--- src/verilog/csp_params.svh ---
// Purpose: constants for the charge supervisor block
// Assumes: 10 MHz system clock, registers one per aligned word
// Notes:   byte address is index times four
`ifndef CSP_PARAMS_SVH
`define CSP_PARAMS_SVH

`define CSP_CLK_KHZ         10_000
`define CSP_BLINK_HALF_MS   500
`define CSP_HALF_SEC_CYC    (`CSP_CLK_KHZ * `CSP_BLINK_HALF_MS)
`define CSP_PRE_TIMEOUT_MIN 60
`define CSP_FAST_T1_MIN     180
`define CSP_FAST_T2_MIN     300
`define CSP_FAST_T3_MIN     600
`define CSP_WDT_T1_S        40
`define CSP_WDT_T2_S        80
`define CSP_WDT_T3_S        160

`define CSP_IDX_CHG         3'd0
`define CSP_IDX_TMR         3'd2
`define CSP_IDX_STAT        3'd3
`define CSP_IDX_FAULT       3'd4
`define CSP_IDX_OTP         3'd5

`define CSP_CHG_EN_BIT      4
`define CSP_TMR_SEL_LSB     1
`define CSP_TMR_SRST_BIT    3
`define CSP_WDT_SEL_LSB     4
`define CSP_OTP_DIE_LSB     3

`define CSP_CHG_RST         8'h38
`define CSP_TMR_RST         8'h95
`define CSP_OTP_RST         8'h18

`define CSP_COLD_C          8'sd0
`define CSP_COOL_C          8'sd10
`define CSP_WARM_C          8'sd45
`define CSP_HOT_C           8'sd60
`define CSP_DIE_SD_C        8'd150
`define CSP_DIE_HI_C        8'd120
`define CSP_DIE_L0_C        8'd60
`define CSP_DIE_L1_C        8'd80
`define CSP_DIE_L2_C        8'd100
`define CSP_VD_REG_MV       8'd24
`define CSP_WARM_DROP_MV    8'd120

`endif

--- src/verilog/csp_pkg.sv ---
// Purpose: types shared by the charge supervisor
// Assumes: nothing
// Notes:   encodings count up from zero in declaration order
package csp_pkg;

    typedef enum logic [2:0] {
        ST_IDLE,
        ST_PRE,
        ST_FAST,
        ST_DONE,
        ST_TFAULT
    } csp_state_t;

    typedef enum logic [2:0] {
        ZN_COLD,
        ZN_COOL,
        ZN_NORMAL,
        ZN_WARM,
        ZN_HOT
    } csp_zone_t;

endpackage

--- src/verilog/csp_supervisor.sv ---
// Purpose: supervisory control of a two-cell series boost charger
// Assumes: comparator and temperature inputs synchronous to clk_sys
// Notes:   AHB-Lite slave, writes zero wait, reads one wait state
// Functional notes
// sys 30mV under battery: switch on, drop held at 24mV.
// presence check on enable, recharge and fault recovery.
// no battery: status blinks 1Hz, host mode sets absent flag.
// battery over 104% opens switch, stops charge, boost tracks.
// balancing on: a cell over 102.5% of half regulation stops charge.
// grounded midpoint disables cell monitoring and balancing.
// pre-charge below threshold times out after 60 minutes.
// fast timer starts on fast entry, selectable or off.
// timer restarts: new cycle, enable rise, select from 00, soft reset.
// thermistor fault freezes charge timer, resumes from held value.
// host-mode watchdog expiry restores defaults, selectable or off.
// host must keep bus activity to service the watchdog.
// hot or cold suspends charging and all timers.
// warm window lowers regulation 120mV per cell.
// cool window halves charge current.
// zones cold, cool, normal, warm, hot split at 0,10,45,60 C.
// die limit 120C above pre-charge, else 60 to 120C by option.
// junction at 150C shuts the boost down.
// input good low with power; status low charging, 1Hz blink on faults.
// status released when complete, disabled or thermal shutdown.
// higher cell discharge on above 50mV mismatch, off below 30mV.
// over-voltage before cells equalize suspends charging.
// 1Hz blink from divided clock, half duty, shared by all.
`include "csp_params.svh"

module csp_supervisor
    import csp_pkg::*;
#(
    parameter int HALF_SEC_CYC = `CSP_HALF_SEC_CYC
) (
    // clock and reset
    input  logic              clk_sys,
    input  logic              rst,
    // ahb-lite slave
    input  logic              hsel,
    input  logic [31:0]       haddr,
    input  logic [1:0]        htrans,
    input  logic              hwrite,
    input  logic [2:0]        hsize,
    input  logic [31:0]       hwdata,
    input  logic              hready,
    output logic              hreadyout,
    output logic              hresp,
    output logic [31:0]       hrdata,
    // mode and power
    input  logic              host_mode,
    input  logic              power_present,
    input  logic              new_cycle,
    input  logic              recharge_req,
    input  logic              term_done,
    // battery comparators
    input  logic              sys_below_batt,
    input  logic              batt_present,
    input  logic              batt_below_pre,
    input  logic              batt_over_volt,
    input  logic              cell_top_over,
    input  logic              cell_bot_over,
    input  logic              mid_grounded,
    input  logic              cell_diff_high,
    input  logic              cell_diff_low,
    input  logic              cell_top_higher,
    // temperatures
    input  logic signed [7:0] batt_temp_c,
    input  logic [7:0]        die_temp_c,
    // power path controls
    output logic              battery_switch_on,
    output logic              supplement_mode,
    output logic [7:0]        switch_drop_mv,
    output logic              sys_track_mode,
    output logic              charge_on,
    output logic              precharge_on,
    output logic [2:0]        battery_regulation_voltage,
    output logic [7:0]        vreg_cell_drop_mv,
    output logic              current_half,
    output logic              die_derate,
    output logic              boost_enable,
    output logic              bal_top_on,
    output logic              bal_bot_on,
    // open-drain indicators
    output logic              input_good_pin_o,
    output logic              input_good_pin_oe,
    output logic              stat_pin_o,
    output logic              stat_pin_oe
);

    localparam int HS_W = 18;

    if (HALF_SEC_CYC < 2 || HALF_SEC_CYC > 2**23) begin : g_chk
        $error("HALF_SEC_CYC out of range");
    end

    function automatic logic [31:0] reg_addr(input logic [2:0] idx);
        reg_addr = {27'h000_0000, idx, 2'b00};
    endfunction

    function automatic logic [HS_W-1:0] min_to_hs(input int mins);
        min_to_hs = HS_W'(mins * 120);
    endfunction

    function automatic logic [HS_W-1:0] sec_to_hs(input int secs);
        sec_to_hs = HS_W'(secs * 2);
    endfunction

    // registers
    logic [7:0]        chg_cfg_r;
    logic [7:0]        tmr_cfg_r;
    logic [7:0]        otp_r;
    logic              otp_lock_r;
    logic              absent_r;
    logic              blink_r;
    logic              bal_active_r;
    logic [22:0]       div_cnt_r;
    logic [HS_W-1:0]   safe_cnt_r;
    logic [HS_W-1:0]   wdt_cnt_r;
    logic              fault_q_r;
    csp_state_t        state_r;
    csp_state_t        state_nxt;

    // bus state
    logic              wr_ph_r;
    logic              rd_ph_r;
    logic [31:0]       addr_q_r;
    logic [31:0]       hrdata_r;

    // bus decode
    wire        accept    = hsel & htrans[1] & hready;
    wire [7:0]  wbyte     = hwdata[7:0];
    wire        wr_chg    = wr_ph_r & (addr_q_r == reg_addr(`CSP_IDX_CHG));
    wire        wr_tmr    = wr_ph_r & (addr_q_r == reg_addr(`CSP_IDX_TMR));
    wire        wr_otp    = wr_ph_r & (addr_q_r == reg_addr(`CSP_IDX_OTP));

    // half-second tick
    wire        half_tick = (div_cnt_r == 23'(HALF_SEC_CYC - 1));

    // temperature classification
    csp_zone_t  zone;
    assign zone = (batt_temp_c <  `CSP_COLD_C) ? ZN_COLD :
                  (batt_temp_c <  `CSP_COOL_C) ? ZN_COOL :
                  (batt_temp_c <= `CSP_WARM_C) ? ZN_NORMAL :
                  (batt_temp_c <= `CSP_HOT_C)  ? ZN_WARM : ZN_HOT;
    wire        ntc_fault = (zone == ZN_COLD) | (zone == ZN_HOT);

    // protection terms
    wire        bal_enabled = ~mid_grounded;
    wire        cell_ov     = bal_enabled & (cell_top_over | cell_bot_over);
    wire        tsd         = (die_temp_c >= `CSP_DIE_SD_C);
    wire        chg_en      = chg_cfg_r[`CSP_CHG_EN_BIT];
    wire        suspend     = batt_over_volt | cell_ov | ntc_fault | absent_r | tsd;
    wire        active      = (state_r == ST_PRE) | (state_r == ST_FAST);
    wire        charging    = active & ~suspend;

    // restart and presence-check events
    wire        en_rise     = wr_chg & ~chg_en & wbyte[`CSP_CHG_EN_BIT];
    wire [1:0]  tsel_old    = tmr_cfg_r[`CSP_TMR_SEL_LSB +: 2];
    wire [1:0]  tsel_new    = wbyte[`CSP_TMR_SEL_LSB +: 2];
    wire        tsel_on     = wr_tmr & (tsel_old == 2'b00) & (tsel_new != 2'b00);
    wire        srst        = wr_tmr & wbyte[`CSP_TMR_SRST_BIT];
    wire        start_cyc   = (state_r == ST_IDLE) & (state_nxt != ST_IDLE);
    wire        recharge    = (state_r == ST_DONE) & recharge_req;
    wire        fast_entry  = (state_r == ST_PRE) & (state_nxt == ST_FAST);
    wire        fault_now   = suspend | (state_r == ST_TFAULT);
    wire        recovered   = fault_q_r & ~fault_now;
    wire        tmr_restart = new_cycle | start_cyc | recharge | en_rise
                            | tsel_on | srst | fast_entry;
    wire        pres_check  = en_rise | recharge | recovered;

    // safety timer limits
    logic [HS_W-1:0] fast_lim;
    assign fast_lim = (tsel_old == 2'b01) ? min_to_hs(`CSP_FAST_T1_MIN) :
                      (tsel_old == 2'b10) ? min_to_hs(`CSP_FAST_T2_MIN) :
                                            min_to_hs(`CSP_FAST_T3_MIN);
    wire        pre_tmo  = (state_r == ST_PRE)
                         & (safe_cnt_r >= min_to_hs(`CSP_PRE_TIMEOUT_MIN));
    wire        fast_tmo = (state_r == ST_FAST) & (tsel_old != 2'b00)
                         & (safe_cnt_r >= fast_lim);

    // watchdog limits
    wire [1:0]  wsel = tmr_cfg_r[`CSP_WDT_SEL_LSB +: 2];
    logic [HS_W-1:0] wdt_lim;
    assign wdt_lim = (wsel == 2'b01) ? sec_to_hs(`CSP_WDT_T1_S) :
                     (wsel == 2'b10) ? sec_to_hs(`CSP_WDT_T2_S) :
                                       sec_to_hs(`CSP_WDT_T3_S);
    wire        wdt_on    = host_mode & (wsel != 2'b00);
    wire        wdt_fire  = wdt_on & (wdt_cnt_r >= wdt_lim);
    wire        reg_deflt = wdt_fire | srst;

    // die temperature limit
    wire [1:0]  die_sel = otp_r[`CSP_OTP_DIE_LSB +: 2];
    logic [7:0] die_lim;
    assign die_lim = ~batt_below_pre   ? `CSP_DIE_HI_C :
                     (die_sel == 2'b00) ? `CSP_DIE_L0_C :
                     (die_sel == 2'b01) ? `CSP_DIE_L1_C :
                     (die_sel == 2'b10) ? `CSP_DIE_L2_C : `CSP_DIE_HI_C;

    // charge state machine
    always_comb begin
        state_nxt = state_r;
        unique case (state_r)
            ST_IDLE: begin
                if (chg_en & power_present & ~suspend)
                    state_nxt = batt_below_pre ? ST_PRE : ST_FAST;
            end
            ST_PRE: begin
                if (pre_tmo)
                    state_nxt = ST_TFAULT;
                else if (~batt_below_pre)
                    state_nxt = ST_FAST;
            end
            ST_FAST: begin
                if (fast_tmo)
                    state_nxt = ST_TFAULT;
                else if (term_done & charging)
                    state_nxt = ST_DONE;
            end
            ST_DONE: begin
                if (recharge_req)
                    state_nxt = batt_below_pre ? ST_PRE : ST_FAST;
            end
            ST_TFAULT: begin
                if (new_cycle | en_rise | tsel_on | srst)
                    state_nxt = ST_IDLE;
            end
        endcase
        if (~chg_en | ~power_present | (wr_chg & ~wbyte[`CSP_CHG_EN_BIT]))
            state_nxt = ST_IDLE;
    end

    always_ff @(posedge clk_sys) begin
        if (rst)
            state_r <= ST_IDLE;
        else
            state_r <= state_nxt;
    end

    // clock divider and blink
    always_ff @(posedge clk_sys) begin
        if (rst) begin
            div_cnt_r <= 23'h00_0000;
            blink_r   <= 1'b0;
        end else if (half_tick) begin
            div_cnt_r <= 23'h00_0000;
            blink_r   <= ~blink_r;
        end else begin
            div_cnt_r <= div_cnt_r + 23'h00_0001;
        end
    end

    // safety timer: frozen, not cleared, while suspended
    always_ff @(posedge clk_sys) begin
        if (rst)
            safe_cnt_r <= '0;
        else if (tmr_restart)
            safe_cnt_r <= '0;
        else if (charging & half_tick)
            safe_cnt_r <= safe_cnt_r + HS_W'(1);
    end

    // watchdog holds in a thermistor fault
    always_ff @(posedge clk_sys) begin
        if (rst)
            wdt_cnt_r <= '0;
        else if (accept | ~wdt_on | wdt_fire)
            wdt_cnt_r <= '0;
        else if (half_tick & ~ntc_fault)
            wdt_cnt_r <= wdt_cnt_r + HS_W'(1);
    end

    // presence check; found battery clears flag
    always_ff @(posedge clk_sys) begin
        if (rst) begin
            absent_r  <= 1'b0;
            fault_q_r <= 1'b0;
        end else begin
            fault_q_r <= fault_now;
            if (pres_check)
                absent_r <= ~batt_present;
        end
    end

    // cell balance hysteresis, only while charging
    always_ff @(posedge clk_sys) begin
        if (rst)
            bal_active_r <= 1'b0;
        else if (~bal_enabled | ~charging)
            bal_active_r <= 1'b0;
        else if (cell_diff_high)
            bal_active_r <= 1'b1;
        else if (cell_diff_low)
            bal_active_r <= 1'b0;
    end

    // configuration registers
    always_ff @(posedge clk_sys) begin
        if (rst) begin
            chg_cfg_r <= `CSP_CHG_RST;
            tmr_cfg_r <= `CSP_TMR_RST;
        end else if (reg_deflt) begin
            chg_cfg_r <= `CSP_CHG_RST;
            tmr_cfg_r <= `CSP_TMR_RST;
        end else begin
            if (wr_chg)
                chg_cfg_r <= wbyte;
            // soft reset bit never stores
            if (wr_tmr)
                tmr_cfg_r <= wbyte & ~(8'h01 << `CSP_TMR_SRST_BIT);
        end
    end

    // program-once option byte
    always_ff @(posedge clk_sys) begin
        if (rst) begin
            otp_r      <= `CSP_OTP_RST;
            otp_lock_r <= 1'b0;
        end else if (wr_otp & ~otp_lock_r) begin
            otp_r      <= wbyte;
            otp_lock_r <= 1'b1;
        end
    end

    // read mux
    wire [7:0]  stat_byte  = {absent_r, bal_active_r, 1'b0, zone, state_r[1:0]};
    wire [7:0]  fault_byte = {3'b000, tsd, ntc_fault, cell_ov, batt_over_volt,
                              (state_r == ST_TFAULT)};
    logic [7:0] rd_byte;
    assign rd_byte = (addr_q_r == reg_addr(`CSP_IDX_CHG))   ? chg_cfg_r :
                     (addr_q_r == reg_addr(`CSP_IDX_TMR))   ? tmr_cfg_r :
                     (addr_q_r == reg_addr(`CSP_IDX_STAT))  ? stat_byte :
                     (addr_q_r == reg_addr(`CSP_IDX_FAULT)) ? fault_byte :
                     (addr_q_r == reg_addr(`CSP_IDX_OTP))   ? otp_r : 8'h00;

    // reads take one wait so hrdata is a flop
    always_ff @(posedge clk_sys) begin
        if (rst) begin
            wr_ph_r  <= 1'b0;
            rd_ph_r  <= 1'b0;
            addr_q_r <= 32'h0000_0000;
            hrdata_r <= 32'h0000_0000;
        end else begin
            if (rd_ph_r)
                hrdata_r <= {24'h00_0000, rd_byte};
            if (accept) begin
                addr_q_r <= {haddr[31:2], 2'b00};
                wr_ph_r  <= hwrite;
                rd_ph_r  <= ~hwrite;
            end else if (hreadyout) begin
                wr_ph_r  <= 1'b0;
                rd_ph_r  <= 1'b0;
            end else begin
                rd_ph_r  <= 1'b0;
            end
        end
    end

    assign hreadyout = ~rd_ph_r;
    assign hresp     = 1'b0;
    assign hrdata    = hrdata_r;

    // power path
    assign supplement_mode   = sys_below_batt & ~batt_over_volt;
    assign switch_drop_mv    = supplement_mode ? `CSP_VD_REG_MV : 8'h00;
    assign battery_switch_on = ~batt_over_volt & (charging | supplement_mode);
    assign sys_track_mode    = batt_over_volt;
    assign boost_enable      = ~tsd;
    assign charge_on         = charging;
    assign precharge_on      = charging & (state_r == ST_PRE);
    assign battery_regulation_voltage = chg_cfg_r[7:5];
    assign vreg_cell_drop_mv = (zone == ZN_WARM) ? `CSP_WARM_DROP_MV : 8'h00;
    assign current_half      = (zone == ZN_COOL);
    assign die_derate        = (die_temp_c >= die_lim);
    assign bal_top_on        = bal_active_r & cell_top_higher;
    assign bal_bot_on        = bal_active_r & ~cell_top_higher;

    // absent battery blinks only outside host mode
    wire        blink_case = batt_over_volt | cell_ov | ntc_fault
                           | (state_r == ST_TFAULT) | (absent_r & ~host_mode);
    assign input_good_pin_o  = 1'b0;
    assign input_good_pin_oe = power_present;
    assign stat_pin_o        = 1'b0;
    assign stat_pin_oe       = tsd ? 1'b0 :
                               blink_case ? blink_r :
                               charging;

endmodule

--- config.mk ---
export PLATFORM = sky130hd
export DESIGN_NAME = csp_supervisor
export DESIGN_NICKNAME = d
export VERILOG_FILES = /design/src/verilog/csp_pkg.sv /design/src/verilog/csp_supervisor.sv
export VERILOG_INCLUDE_DIRS = /design/src /design/src/verilog
export SDC_FILE = /design/constraint.sdc
export NUM_CORES = 1
export LEC_CHECK = 0
export BUFFER_PORTS_ARGS = -buffer_cell sky130_fd_sc_hd__buf_2
export CAP_MARGIN = 0
export CORE_MARGIN = 2
export CORE_UTILIZATION = 42
export CTS_CLUSTER_DIAMETER = 120
export DETAILED_ROUTE_END_ITERATION = 8
export GPL_ROUTABILITY_DRIVEN = 0
export PLACE_DENSITY = 0.64
export SLEW_MARGIN = 30
export SYNTH_ARGS = -nofsm -noshare
export SYNTH_HDL_FRONTEND = slang
export SYNTH_SLANG_ARGS = --single-unit
--- constraint.sdc ---
create_clock -name clk_sys -period 2.9 [get_ports clk_sys]
set_input_delay 0.29 -clock clk_sys [delete_from_list [all_inputs] [get_ports clk_sys]]
set_output_delay 0.29 -clock clk_sys [all_outputs]
set_load 0.03 [all_outputs]
==> parameters.txt, run 1 <==
Parameter                              Value

Power and ir drop
  Part of the power in registers    between 40% and 50%
  Switch Pwr    1.18 mW
  Fraction of power spent switching nets    27.2%
  Worst vdd rail ir drop    0.000413 V
  Share of total power in combinational logic    9.0%
  Reported leakage power    3.42 nW
  Cell-internal power    3.17 mW
  Total power density per cell area    ~510 nW/um2
  Clock power share    49.0%

Global route
  Wire length of the first global-routing pass    26100 um
  Maximum number of pins on one net before global-route repair    32
  Total Routing Usage GR    between 10% and 20%
  GRT Residual Overflow    0
  Antenna violations before repair    0
  Vias in the first global route    5260

Timing
  Number of hold-slack violations in the final timing report    0
  Setup repair after global routing missed its margin    yes
  WHS    0.0340 ns
  Peak clock frequency supported by timing    0.344 GHz
  Minimum clock period after layout    2.91 ns
  Worst-Margin Slew    about 0.60 ns
  Period utilisation layout    100%
  Setup Viol. Count Final    2
  Clock Skew    0.0116 ns
  Pins over their slew limit    0
  Slack of the critical path    -0.00559 ns
  Worst rel slew slack    approximately three fifths

Placed design
  Dpl cell area    between 7000 and 8000 um2
  Post-placement worst setup slack    -0.240 ns
  Hpwl dp    about 12000 um
  PortBufs    approximately 100
  Placed insts    1084

Logic synthesis
  Ys async rst share    0%
  Synth unique cells    69
  Synthesized area per cell    8.97 um2
  Synth area leader    dfxtp_1
  Synth top area share    38.2%
  Post-synthesis cell count    759
  Top cell types by occurrence after synthesis    dfxtp_1 (130), nor2_1 (93), buf_4 (47)
  Portion of the post-synthesis area used by sequential elements    38.2%
  Number of enable-type register cells in the synthesized netlist    0
  Register bit count reported by yosys    130
  Main flop type after synthesis    dfxtp_1
  Synthesized cell area    6810 um2
  Top area cells in the synthesized netlist    dfxtp_1 (38%), ha_1 (6.6%), buf_4 (5.2%)
  Most used standard cell by instance count after synthesis    dfxtp_1
  Yosys warning count    0

Detailed routing
  Count of antenna-violating nets left after detailed routing    0
  Via density per instance    ~5.1
  Drt pass-1 iters    5
  Residual DRC    0
  Vias    between 5k and 6k
  Count of routing violations after the opening detailed-route iteration    380
  Total detailed-routing wirelength    16300 um
  Average routed wire per standard cell    14.5 um

Critical path
  Launch point of the critical path    batt_temp_c[5]
  Worst R2R End    safe_cnt_r[14]
  Start-to-end type of the worst setup path    input pin to flip-flop
  WP data required    3.27 ns
  Worst path arrival time    3.28 ns
  Startpoint types    input pin
  Crit path max fanout    5
  Setup slack, reg-to-reg    around 0.050 ns
  Source of the worst register-to-register timing path    tmr_cfg_r[1]
  Number of cells on the worst reg-to-reg path    12
  Destination of the critical timing path    safe_cnt_r[17]
  Element type at the critical path end    flip-flop

Die
  Number of top-level design ports    172
  Initial core utilization    between 40% and 50%
  Number of placement rows    46
  Chip width    131 um
  Die area    approximately 17000 um2
  Core Footprint    15900 um2
  Overall die height    131 um

Cells and area
  Multi-input gate area    4020 um2
  Final Non-Filler Cells    approximately 1.1k
  Area added between synthesis and finish    24.8%
  Area used by sequential logic in the layout    2610 um2
  Ratio of cells with drive above 1 in the final layout    between 20% and 30%
  Fin nets    1033
  Diodes inserted    0
  Final-layout fill cell count    1501
  Post-route cell area    8490 um2
  Core Util, Final    53.5%

Job
  Max-cap viol count    0

CTS
  Hold_buf cts    0
  Latest clock arrival within the worst-skew pair    0.43 ns
  Num CTS Buffers    17
  Clock-pin slew on the worst setup and hold paths    0.07 ns
  Clock tree from TritonCTS    done
  Root buffer cell    clkbuf_16
  Largest buffer count on any clock path    2
  Number of H-tree levels    4
  Total clock sinks    130

Run status
  Outcome    finished with violations
  Failing checks    negative setup slack

Hold path
  Hold Path Class    input pin to flip-flop
-- state kept, by name, indices dropped and copies added (netlist names), 3 cells and up --
| name | flops |
|---|---|
| otp_r | 8 |
| addr_q_r | 30 |
| wdt_cnt_r | 18 |
| chg_cfg_r | 8 |
| state_r | 3 |
| div_cnt_r | 23 |
| safe_cnt_r | 18 |
| hrdata | 8 |
| tmr_cfg_r | 7 |
-- cell families after synthesis --
group	Yosys count	synth area share, %
DFF	130	38.2
and+or+nand+nor	286	21.9
AOI/OAI and AO/OA	131	15.2
xor gates and xnor gates	45	5.79
buffers and inverters	105	8.55
other	1	0.0551
adders and majority gates	36	6.62
muxes	25	3.71
-- critical path: stages --
cell	delay, ns
buf_6	0.10
nor4_4	0.25
and2_4	0.19
ha_4	0.21
a21o_1	0.19
a2111o_1	0.46
buf_6	0.17
or4_4	0.43
a221o_1	0.33
o211ai_1	0.16
o211ai_4	0.19
clkbuf_16	0.22
nor2_1	0.08
-- through the flow --
| stage | power (mW) | TNS [ns] |
|---|---|---|
| global placement | 2.24 | -4.54 |
| detailed placement | 2.24 | -4.24 |
| global route | 4.50 | -1.92 |
| finish | 4.36 | -0.00755 |
| CTS | 4.37 | -0.00643 |
| floorplan | 2.14 | -1.45 |
-- layout make-up --
cell class,count,share of cell area (%)
Sequential cell,130,30.7
Multi-Input combinational cell,568,47.3
Tap cell,216,3.18
Timing Repair Buffer,142,10.4
Clock inverter,15,1.92
Inverter,33,1.46
Clock buffer,17,5.01
-- layout by cell type, fill, tap and decap left out, drive strengths merged, types with 9 or more instances in the layout --
master,Yosys,final
buf,53,140
dfxtp,130,130
nor2,103,103
conb,1,45
inv,33,43
ha,36,36
nand2,33,33
a22o,32,32
nand3,32,32
nor3,28,28
xnor2,26,26
mux2i,23,23
a21oi,20,20
nor4,20,20
xor2,19,19
clkbuf,19,19
o21ai,14,14
nand4,10,10
o21a,9,9
nand2b,9,9
and3,9,9
-- layer usage --
metal	track usage (%)	part of all wire (%)
met4	6.94	1.4
met5	0	0
met1	25.0	47
met2	29.2	45
met3	4.71	6.0
-- how the worst min path moves through the flow --
stage / cells past startpoint / to / slack [ns] / startpoint
after floorplan: 1 / bal_active_r / 0.37 / mid_grounded
after global placement: 2 / otp_lock_r / 0.44 / otp_lock_r
after detailed placement: 2 / hrdata[7] / 0.45 / hrdata[7]
after CTS: 2 / rd_ph_r / 0.01 / hwrite
after global routing: 2 / rd_ph_r / 0.03 / hwrite
final: 2 / rd_ph_r / 0.03 / hwrite
-- power by group through the flow --
stage	registers [mW]	logic (mW)	clock network, mW
after CTS	1.83	0.368	2.17
after global routing	1.83	0.421	2.25
after global placement	1.87	0.367	0
after detailed placement	1.87	0.367	0
after floorplan	1.87	0.268	0
final	1.83	0.391	2.13
-- repair_timing --
| item | CTS | global route |
|---|---|---|
| resized for setup | 2 | 50 |
| gates cloned | 0 | 3 |
| buffers inserted | 2 | 1 |
| endpoints found under the setup margin | 1 | 22 |
| pin swaps | 4 | 31 |
No activity file was read; power rests on OpenSTA's default activity.
==> inputs of run 2 (changes only) <==
Settings changed: CELL_PAD_IN_SITES_DETAIL_PLACEMENT set to 1, CELL_PAD_IN_SITES_GLOBAL_PLACEMENT set to 2, CORE_UTILIZATION 42 to 29, PLACE_DENSITY 0.64 to 0.73.
==> run 2 against run 1 <==
Net effect:
- first-iteration DRC count shrank 49%
- largest power group unchanged
- worst setup slack got worse by 0.030 ns
- the run still ends with negative setup slack left
- clock power about the same
- combinational power up 3%
- final cell count rose by 10%
- worst hold slack improved by 0.0042 ns
- fmax fell by 1.0%
- wire length up 18%
- critical path type unchanged
- non-clock buffer count rose by 12
- design area up 2.4%
- die area is 43% higher
==> parameters.txt, run 2 (same netlist as run 1, synthesis figures left out) <==
Parameter                              Value

Run status
  Outcome    finished with violations (unchanged)
  Failing checks    negative setup slack (unchanged)

Die
  Number of top-level design ports    172 (unchanged)
  Initial core utilization    29.3% (was 42.8%)
  Chip width    157 um (was 131 um)
  Number of placement rows    56 (was 46)
  Core Footprint    23300 um2 (was 15900 um2)
  Die area    24700 um2 (was 17200 um2)
  Overall die height    157 um (was 131 um)

Power and ir drop
  Total power density per cell area    501 nW/um2 (was 513 nW/um2)
  Reported leakage power    3.48 nW (was 3.42 nW)
  Worst vdd rail ir drop    0.000335 V (was 0.000413 V)
  Total design power    4.36 mW (about the same)

Detailed routing
  Residual DRC    0 (unchanged)
  Drt pass-1 iters    6 (was 5)
  Total detailed-routing wirelength    19200 um (was 16300 um)
  Average routed wire per standard cell    15.6 um (was 14.5 um)
  Count of routing violations after the opening detailed-route iteration    193 (was 380)
  Via density per instance    4.76 (was 5.15)
  Count of antenna-violating nets left after detailed routing    0 (unchanged)
  Vias    5881 (was 5772)

Job
  Max-cap viol count    0 (unchanged)

Timing
  Setup repair after global routing missed its margin    yes (unchanged)
  Sum Neg Setup Slack    -0.160 ns (was -0.00755 ns)
  Period utilisation layout    101% (was 100%)
  Worst rel slew slack    58.7% (was 59.8%)
  Worst-Margin Slew    0.619 ns (was 0.600 ns)
  Clock Skew    0.0144 ns (was 0.0116 ns)
  Setup Viol. Count Final    8 (was 2)
  Pins over their slew limit    0 (unchanged)
  Number of hold-slack violations in the final timing report    0 (unchanged)
  Minimum clock period after layout    2.94 ns (was 2.91 ns)
  Slack of the critical path    -0.0356 ns (was -0.00559 ns)
  WHS    0.0382 ns (was 0.0340 ns)
  Peak clock frequency supported by timing    0.341 GHz (was 0.344 GHz)

Cells and area
  Post-route cell area    8700 um2 (was 8490 um2)
  Leading cell types in the layout, fill and taps excluded    dfxtp_1 (126), buf_2 (99), nor2_1 (86) (was dfxtp_1 (127), buf_2 (100), nor2_1 (86))
  Fin nets    1045 (was 1033)
  Flip-flop count of the largest register, all copies and words added    30 (unchanged)
  Area added between synthesis and finish    27.8% (was 24.8%)
  Commonest non-fill, non-tap cell in the layout    dfxtp_1 (unchanged)
  Leading registers by flop count    addr_q_r: 30 flops, div_cnt_r: 23 flops (unchanged)
  Multi-input gate area    4000 um2 (was 4020 um2)
  Final Non-Filler Cells    1236 (was 1121)
  Ratio of cells with drive above 1 in the final layout    27.0% (was 25.7%)
  Most flops, register    addr_q_r (unchanged)
  Area used by sequential logic in the layout    2610 um2 (about the same)
  Final-layout fill cell count    2780 (was 1501)
  Diodes inserted    0 (unchanged)

CTS
  Hold_buf cts    0 (unchanged)
  Number of H-tree levels    4 (unchanged)
  Latest clock arrival within the worst-skew pair    0.44 ns (was 0.43 ns)
  Num CTS Buffers    17 (unchanged)
  Largest buffer count on any clock path    2 (unchanged)
  Clock tree from TritonCTS    done (unchanged)
  Root buffer cell    clkbuf_16 (unchanged)
  Total clock sinks    130 (unchanged)
  Clock-pin slew on the worst setup and hold paths    0.07 ns (about the same)

Critical path
  Element type at the critical path end    flip-flop (unchanged)
  Worst path arrival time    3.26 ns (was 3.28 ns)
  Crit path max fanout    5 (unchanged)
  WP data required    3.22 ns (was 3.27 ns)
  Startpoint types    input pin (unchanged)
  Start-to-end type of the worst setup path    input pin to flip-flop (unchanged)

Global route
  Total Routing Usage GR    15.9% (was 18.7%)
  Wire length of the first global-routing pass    30700 um (was 26100 um)
  Maximum number of pins on one net before global-route repair    32 (unchanged)
  GRT Residual Overflow    0 (unchanged)
  Vias in the first global route    5835 (was 5260)
  Antenna violations before repair    0 (unchanged)

Placed design
  Hpwl dp    14100 um (was 11600 um)
  PortBufs    104 (unchanged)
  Placed insts    1195 (was 1084)
  Dpl cell area    7800 um2 (was 7600 um2)

Hold path
  Hold Path Class    input pin to flip-flop (unchanged)
run 2: repair_timing:
item,4_1_cts,5_1_grt
endpoints found under the setup margin,3,23
gates resized for setup,4,50
gates cloned,0,1
pin swaps,3,15
setup buffers,2,7
run 2: routing by layer:
layer	up-vias	global-route usage [%]	wire, um
met5	-	0	0
li1	2911	-	-
met1	2844	22.3	9510
met4	0	4.55	227
met3	14	3.22	824
met2	112	24.6	8690
run 2: worst paths after layout:
| kind | start | endpoint | slack [ns] | cells past startpoint |
|---|---|---|---|---|
| max reg2reg | tmr_cfg_r[1] | safe_cnt_r[14] | 0.08 | 12 |
| min reg2reg | hrdata[7] | hrdata[7] | 0.46 | 2 |
| min | hwrite | rd_ph_r | 0.04 | 2 |
| max | batt_temp_c[4] | safe_cnt_r[14] | -0.04 | 13 |
run 2: through the flow:
| step | setup slack, ns | util [%] |
|---|---|---|
| final | -0.0356 | 37.4 |
| after global routing | -0.0812 | 37.4 |
| after CTS | -0.0140 | 36.2 |
| after detailed placement | -0.340 | 33.5 |
| after global placement | -0.317 | 33.5 |
| after floorplan | -0.145 | - |
run 2: power breakdown:
| group | switching, mW | internal, mW | leakage [nW] | total [mW] |
|---|---|---|---|---|
| combinational | 0.261 | 0.141 | 2.14 | 0.402 |
| sequential | 0.0187 | 1.81 | 1.05 | 1.83 |
| clock | 0.974 | 1.15 | 0.281 | 2.12 |
run 2: area by class of cell:
type / instances / area share, %
Multi-Input combinational cell: 568 / 46.0
Sequential cell: 130 / 30.0
Timing Repair Buffer: 154 / 11.3
Clock buffer: 17 / 4.89
Tap cell: 319 / 4.59
Clock inverter: 15 / 1.80
Inverter: 33 / 1.45
run 2: critical path, cell delays in order:
cell and delay, ns:
buf_6 0.10, nor4_4 0.26, and2_4 0.19, ha_4 0.20, a21o_1 0.18, a2111o_1 0.45
buf_6 0.18, nor4_1 0.38, a221o_1 0.23, o211ai_1 0.15, o211ai_4 0.37, clkbuf_16 0.22
nor2_2 0.04
==> inputs of run 3 (changes only) <==
Settings changed: PLACE_DENSITY 0.73 to not set, PLACE_DENSITY_LB_ADDON set to 0.1.
==> run 3 against run 2 <==
Net effect:
- the run now ends clean
- via count rose by 1.8%
- final cell count fell by 0.24%
- worst setup slack improved by 0.10 ns
- combinational power rose by 1%
- clock power barely moved
- critical path depth rose by 1
- core utilization fell by 0.39 points
- total power rose by 0.35%
- critical path type unchanged
- largest power group unchanged
==> parameters.txt, run 3 (same netlist as run 1, synthesis figures left out) <==
Parameter                              Value

Run status
  Outcome    completed (was finished with violations)

Critical path
  Start-to-end type of the worst setup path    input pin to flip-flop (unchanged)
  Number of stages on the worst setup path    14 (was 13)
  Worst path arrival time    3.15 ns (was 3.26 ns)
  Critical path's largest stage delay    0.44 ns (was 0.45 ns)
  Crit-path slowest cell    a2111o_1 (unchanged)
  Element type at the critical path end    flip-flop (unchanged)
  Startpoint types    input pin (unchanged)
  WP data required    3.22 ns (about the same)
  Crit-path cells    buf_2, nor4_1, and2_1, ha_4, a21o_1, a2111o_1, buf_6, nor4_1, a221o_1, o211ai_1, o211ai_4, buf_6, clkbuf_16, nor2_2 (was buf_6, nor4_4, and2_4, ha_4, a21o_1, a2111o_1, buf_6, nor4_1, a221o_1, o211ai_1, o211ai_4, clkbuf_16, nor2_2)
  Delay-heaviest family, CP    compound AO/OA/AOI/OAI gates (unchanged)
  Crit path max fanout    4 (was 5)
  Number of cells on the worst reg-to-reg path    13 (was 12)
  Buffers & Inverters on Critical Path    4 (was 3)

CTS
  Hold_buf cts    0 (unchanged)
  Root buffer cell    clkbuf_16 (unchanged)
  Total clock sinks    130 (unchanged)
  Number of H-tree levels    4 (unchanged)
  Latest clock arrival within the worst-skew pair    0.43 ns (was 0.44 ns)
  Num CTS Buffers    17 (unchanged)
  Clock-pin slew on the worst setup and hold paths    0.06 ns (was 0.07 ns)
  Largest buffer count on any clock path    2 (unchanged)
  Clock tree from TritonCTS    done (unchanged)

Timing
  Setup repair after global routing missed its margin    yes (unchanged)
  Number of hold-slack violations in the final timing report    0 (unchanged)
  Peak clock frequency supported by timing    0.353 GHz (was 0.341 GHz)
  Worst rel slew slack    58.4% (was 58.7%)
  Setup Viol. Count Final    0 (was 8)
  Pins over their slew limit    0 (unchanged)
  Minimum clock period after layout    2.84 ns (was 2.94 ns)
  Worst-Margin Slew    0.618 ns (was 0.619 ns)
  Period utilisation layout    97.8% (was 101%)
  Clock Skew    0.0125 ns (was 0.0144 ns)
  Slack of the critical path    0.0641 ns (was -0.0356 ns)

Placed design
  Hpwl dp    15800 um (was 14100 um)
  Post-placement worst setup slack    -0.344 ns (was -0.340 ns)
  Dpl cell area    7760 um2 (was 7800 um2)
  Placed insts    1191 (was 1195)
  PortBufs    104 (unchanged)

Global route
  Met1 usage in global routing    22.9% (was 22.3%)
  Vias in the first global route    6206 (was 5835)
  Busiest metal layer after global routing    met2 (unchanged)
  Met2 Usage GRT    29.3% (was 24.6%)
  GRT Residual Overflow    0 (unchanged)
  Met3 demand-to-capacity share in global routing    3.39% (was 3.22%)
  Wire length of the first global-routing pass    33500 um (was 30700 um)
  Maximum number of pins on one net before global-route repair    32 (unchanged)
  Total Routing Usage GR    17.5% (was 15.9%)
  Antenna violations before repair    2 (was 0)

Detailed routing
  Residual DRC    0 (unchanged)
  Vias    5989 (was 5881)
  Count of antenna-violating nets left after detailed routing    0 (unchanged)
  Count of routing violations after the opening detailed-route iteration    185 (was 193)
  Drt pass-1 iters    4 (was 6)
  Via density per instance    4.86 (was 4.76)
  Average routed wire per standard cell    17.0 um (was 15.6 um)
  Total detailed-routing wirelength    20900 um (was 19200 um)

Power and ir drop
  Share of total power in combinational logic    9.3% (was 9.2%)
  Worst vdd rail ir drop    0.000296 V (was 0.000335 V)
  Reported leakage power    3.45 nW (was 3.48 nW)
  Total design power    4.37 mW (was 4.36 mW)
  Fraction of power spent switching nets    27.2% (was 28.8%)
  Total power density per cell area    508 nW/um2 (was 501 nW/um2)
  Switch Pwr    1.19 mW (was 1.25 mW)
  Part of the power in registers    41.9% (was 42.0%)
  Clock power share    48.8% (was 48.7%)
  Cell-internal power    3.18 mW (was 3.10 mW)

Cells and area
  Core Util, Final    37.0% (was 37.4%)
  Flip-flop count of the largest register, all copies and words added    30 (unchanged)
  Final Non-Filler Cells    1233 (was 1236)
  Ratio of cells with drive above 1 in the final layout    26.2% (was 27.0%)
  Final-layout fill cell count    2748 (was 2780)
  Most flops, register    addr_q_r (unchanged)
  Leading registers by flop count    addr_q_r: 30 flops, div_cnt_r: 23 flops (unchanged)
  Leading cell types in the layout, fill and taps excluded    dfxtp_1 (126), buf_2 (101), nor2_1 (89) (was dfxtp_1 (126), buf_2 (99), nor2_1 (86))
  Commonest non-fill, non-tap cell in the layout    dfxtp_1 (unchanged)
  Area added between synthesis and finish    26.5% (was 27.8%)
  Fin nets    1041 (was 1045)
  Post-route cell area    8610 um2 (was 8700 um2)

Die
  Die area    24700 um2 (unchanged)
  Chip width    157 um (unchanged)
  Number of placement rows    56 (unchanged)
  Overall die height    157 um (unchanged)
  Number of top-level design ports    172 (unchanged)
  Initial core utilization    29.3% (unchanged)
  Core Footprint    23300 um2 (unchanged)

Job
  Max-cap viol count    0 (unchanged)

Hold path
  Hold Path Class    input pin to flip-flop (unchanged)
  Worst hold path depth    2 (unchanged)
## run 3: repair_timing
item / CTS / global route
buffers inserted: 4 / 4
resized for setup: 22 / 18
endpoints found under the setup margin: 14 / 23
gates cloned: 1 / 1
pin swaps: 13 / 14
## run 3: worst register-to-register path: stages (launching register included)
cell and delay [ns]:
dfxtp_2 0.39, inv_1 0.09, ha_2 0.39, inv_1 0.06, ha_1 0.30, o21a_1 0.13, o21ai_2 0.15, a31oi_4 0.12
nor4bb_2 0.31, o211ai_1 0.18, o211ai_4 0.24, buf_6 0.15, clkbuf_16 0.14, nor2_2 0.04
## run 3: layout make-up
cell class              count  area (um2)  share of cell area (%)
clock buffers              18         439                    5.10
diodes                      1        2.50                  0.0291
well taps                 319         399                    4.64
flip-flops and latches    130        2610                    30.3
multi-input cells         568        3940                    45.8
clock inverters            14         145                    1.69
inverters                  33         124                    1.44
repair buffers            150         946                    11.0
## run 3: path summary, 6_finish.rpt
kind                   from  slack (ns)              to
max          batt_temp_c[7]        0.06  safe_cnt_r[11]
min                  hwrite        0.06         rd_ph_r
max reg2reg    tmr_cfg_r[2]        0.11  safe_cnt_r[11]
min reg2reg      otp_lock_r        0.47      otp_lock_r
## run 3: routing by layer
layer  vias up  wire, um
met3        17       808
met2       119     10200
met4         2       221
met5         -        11
li1       2905         -
met1      2946      9690
## run 3: per-stage QoR
stage | hold slack (ns) | TNS (ns)
2_1_floorplan | 0.367 | -1.45
3_3_place_gp | 0.439 | -5.93
3_5_place_dp | 0.456 | -6.14
4_1_cts | 0.0409 | -0.181
5_1_grt | 0.0516 | -0.904
6_report | 0.0573 | 0
## run 3: power by group through the flow
stage               Combinational (mW)  Clock [mW]  Sequential [mW]
finish                           0.408        2.13             1.83
global route                     0.440        2.28             1.84
CTS                              0.401        2.19             1.83
detailed placement               0.385           0             1.87
global placement                 0.379           0             1.87
floorplan                        0.268           0             1.87
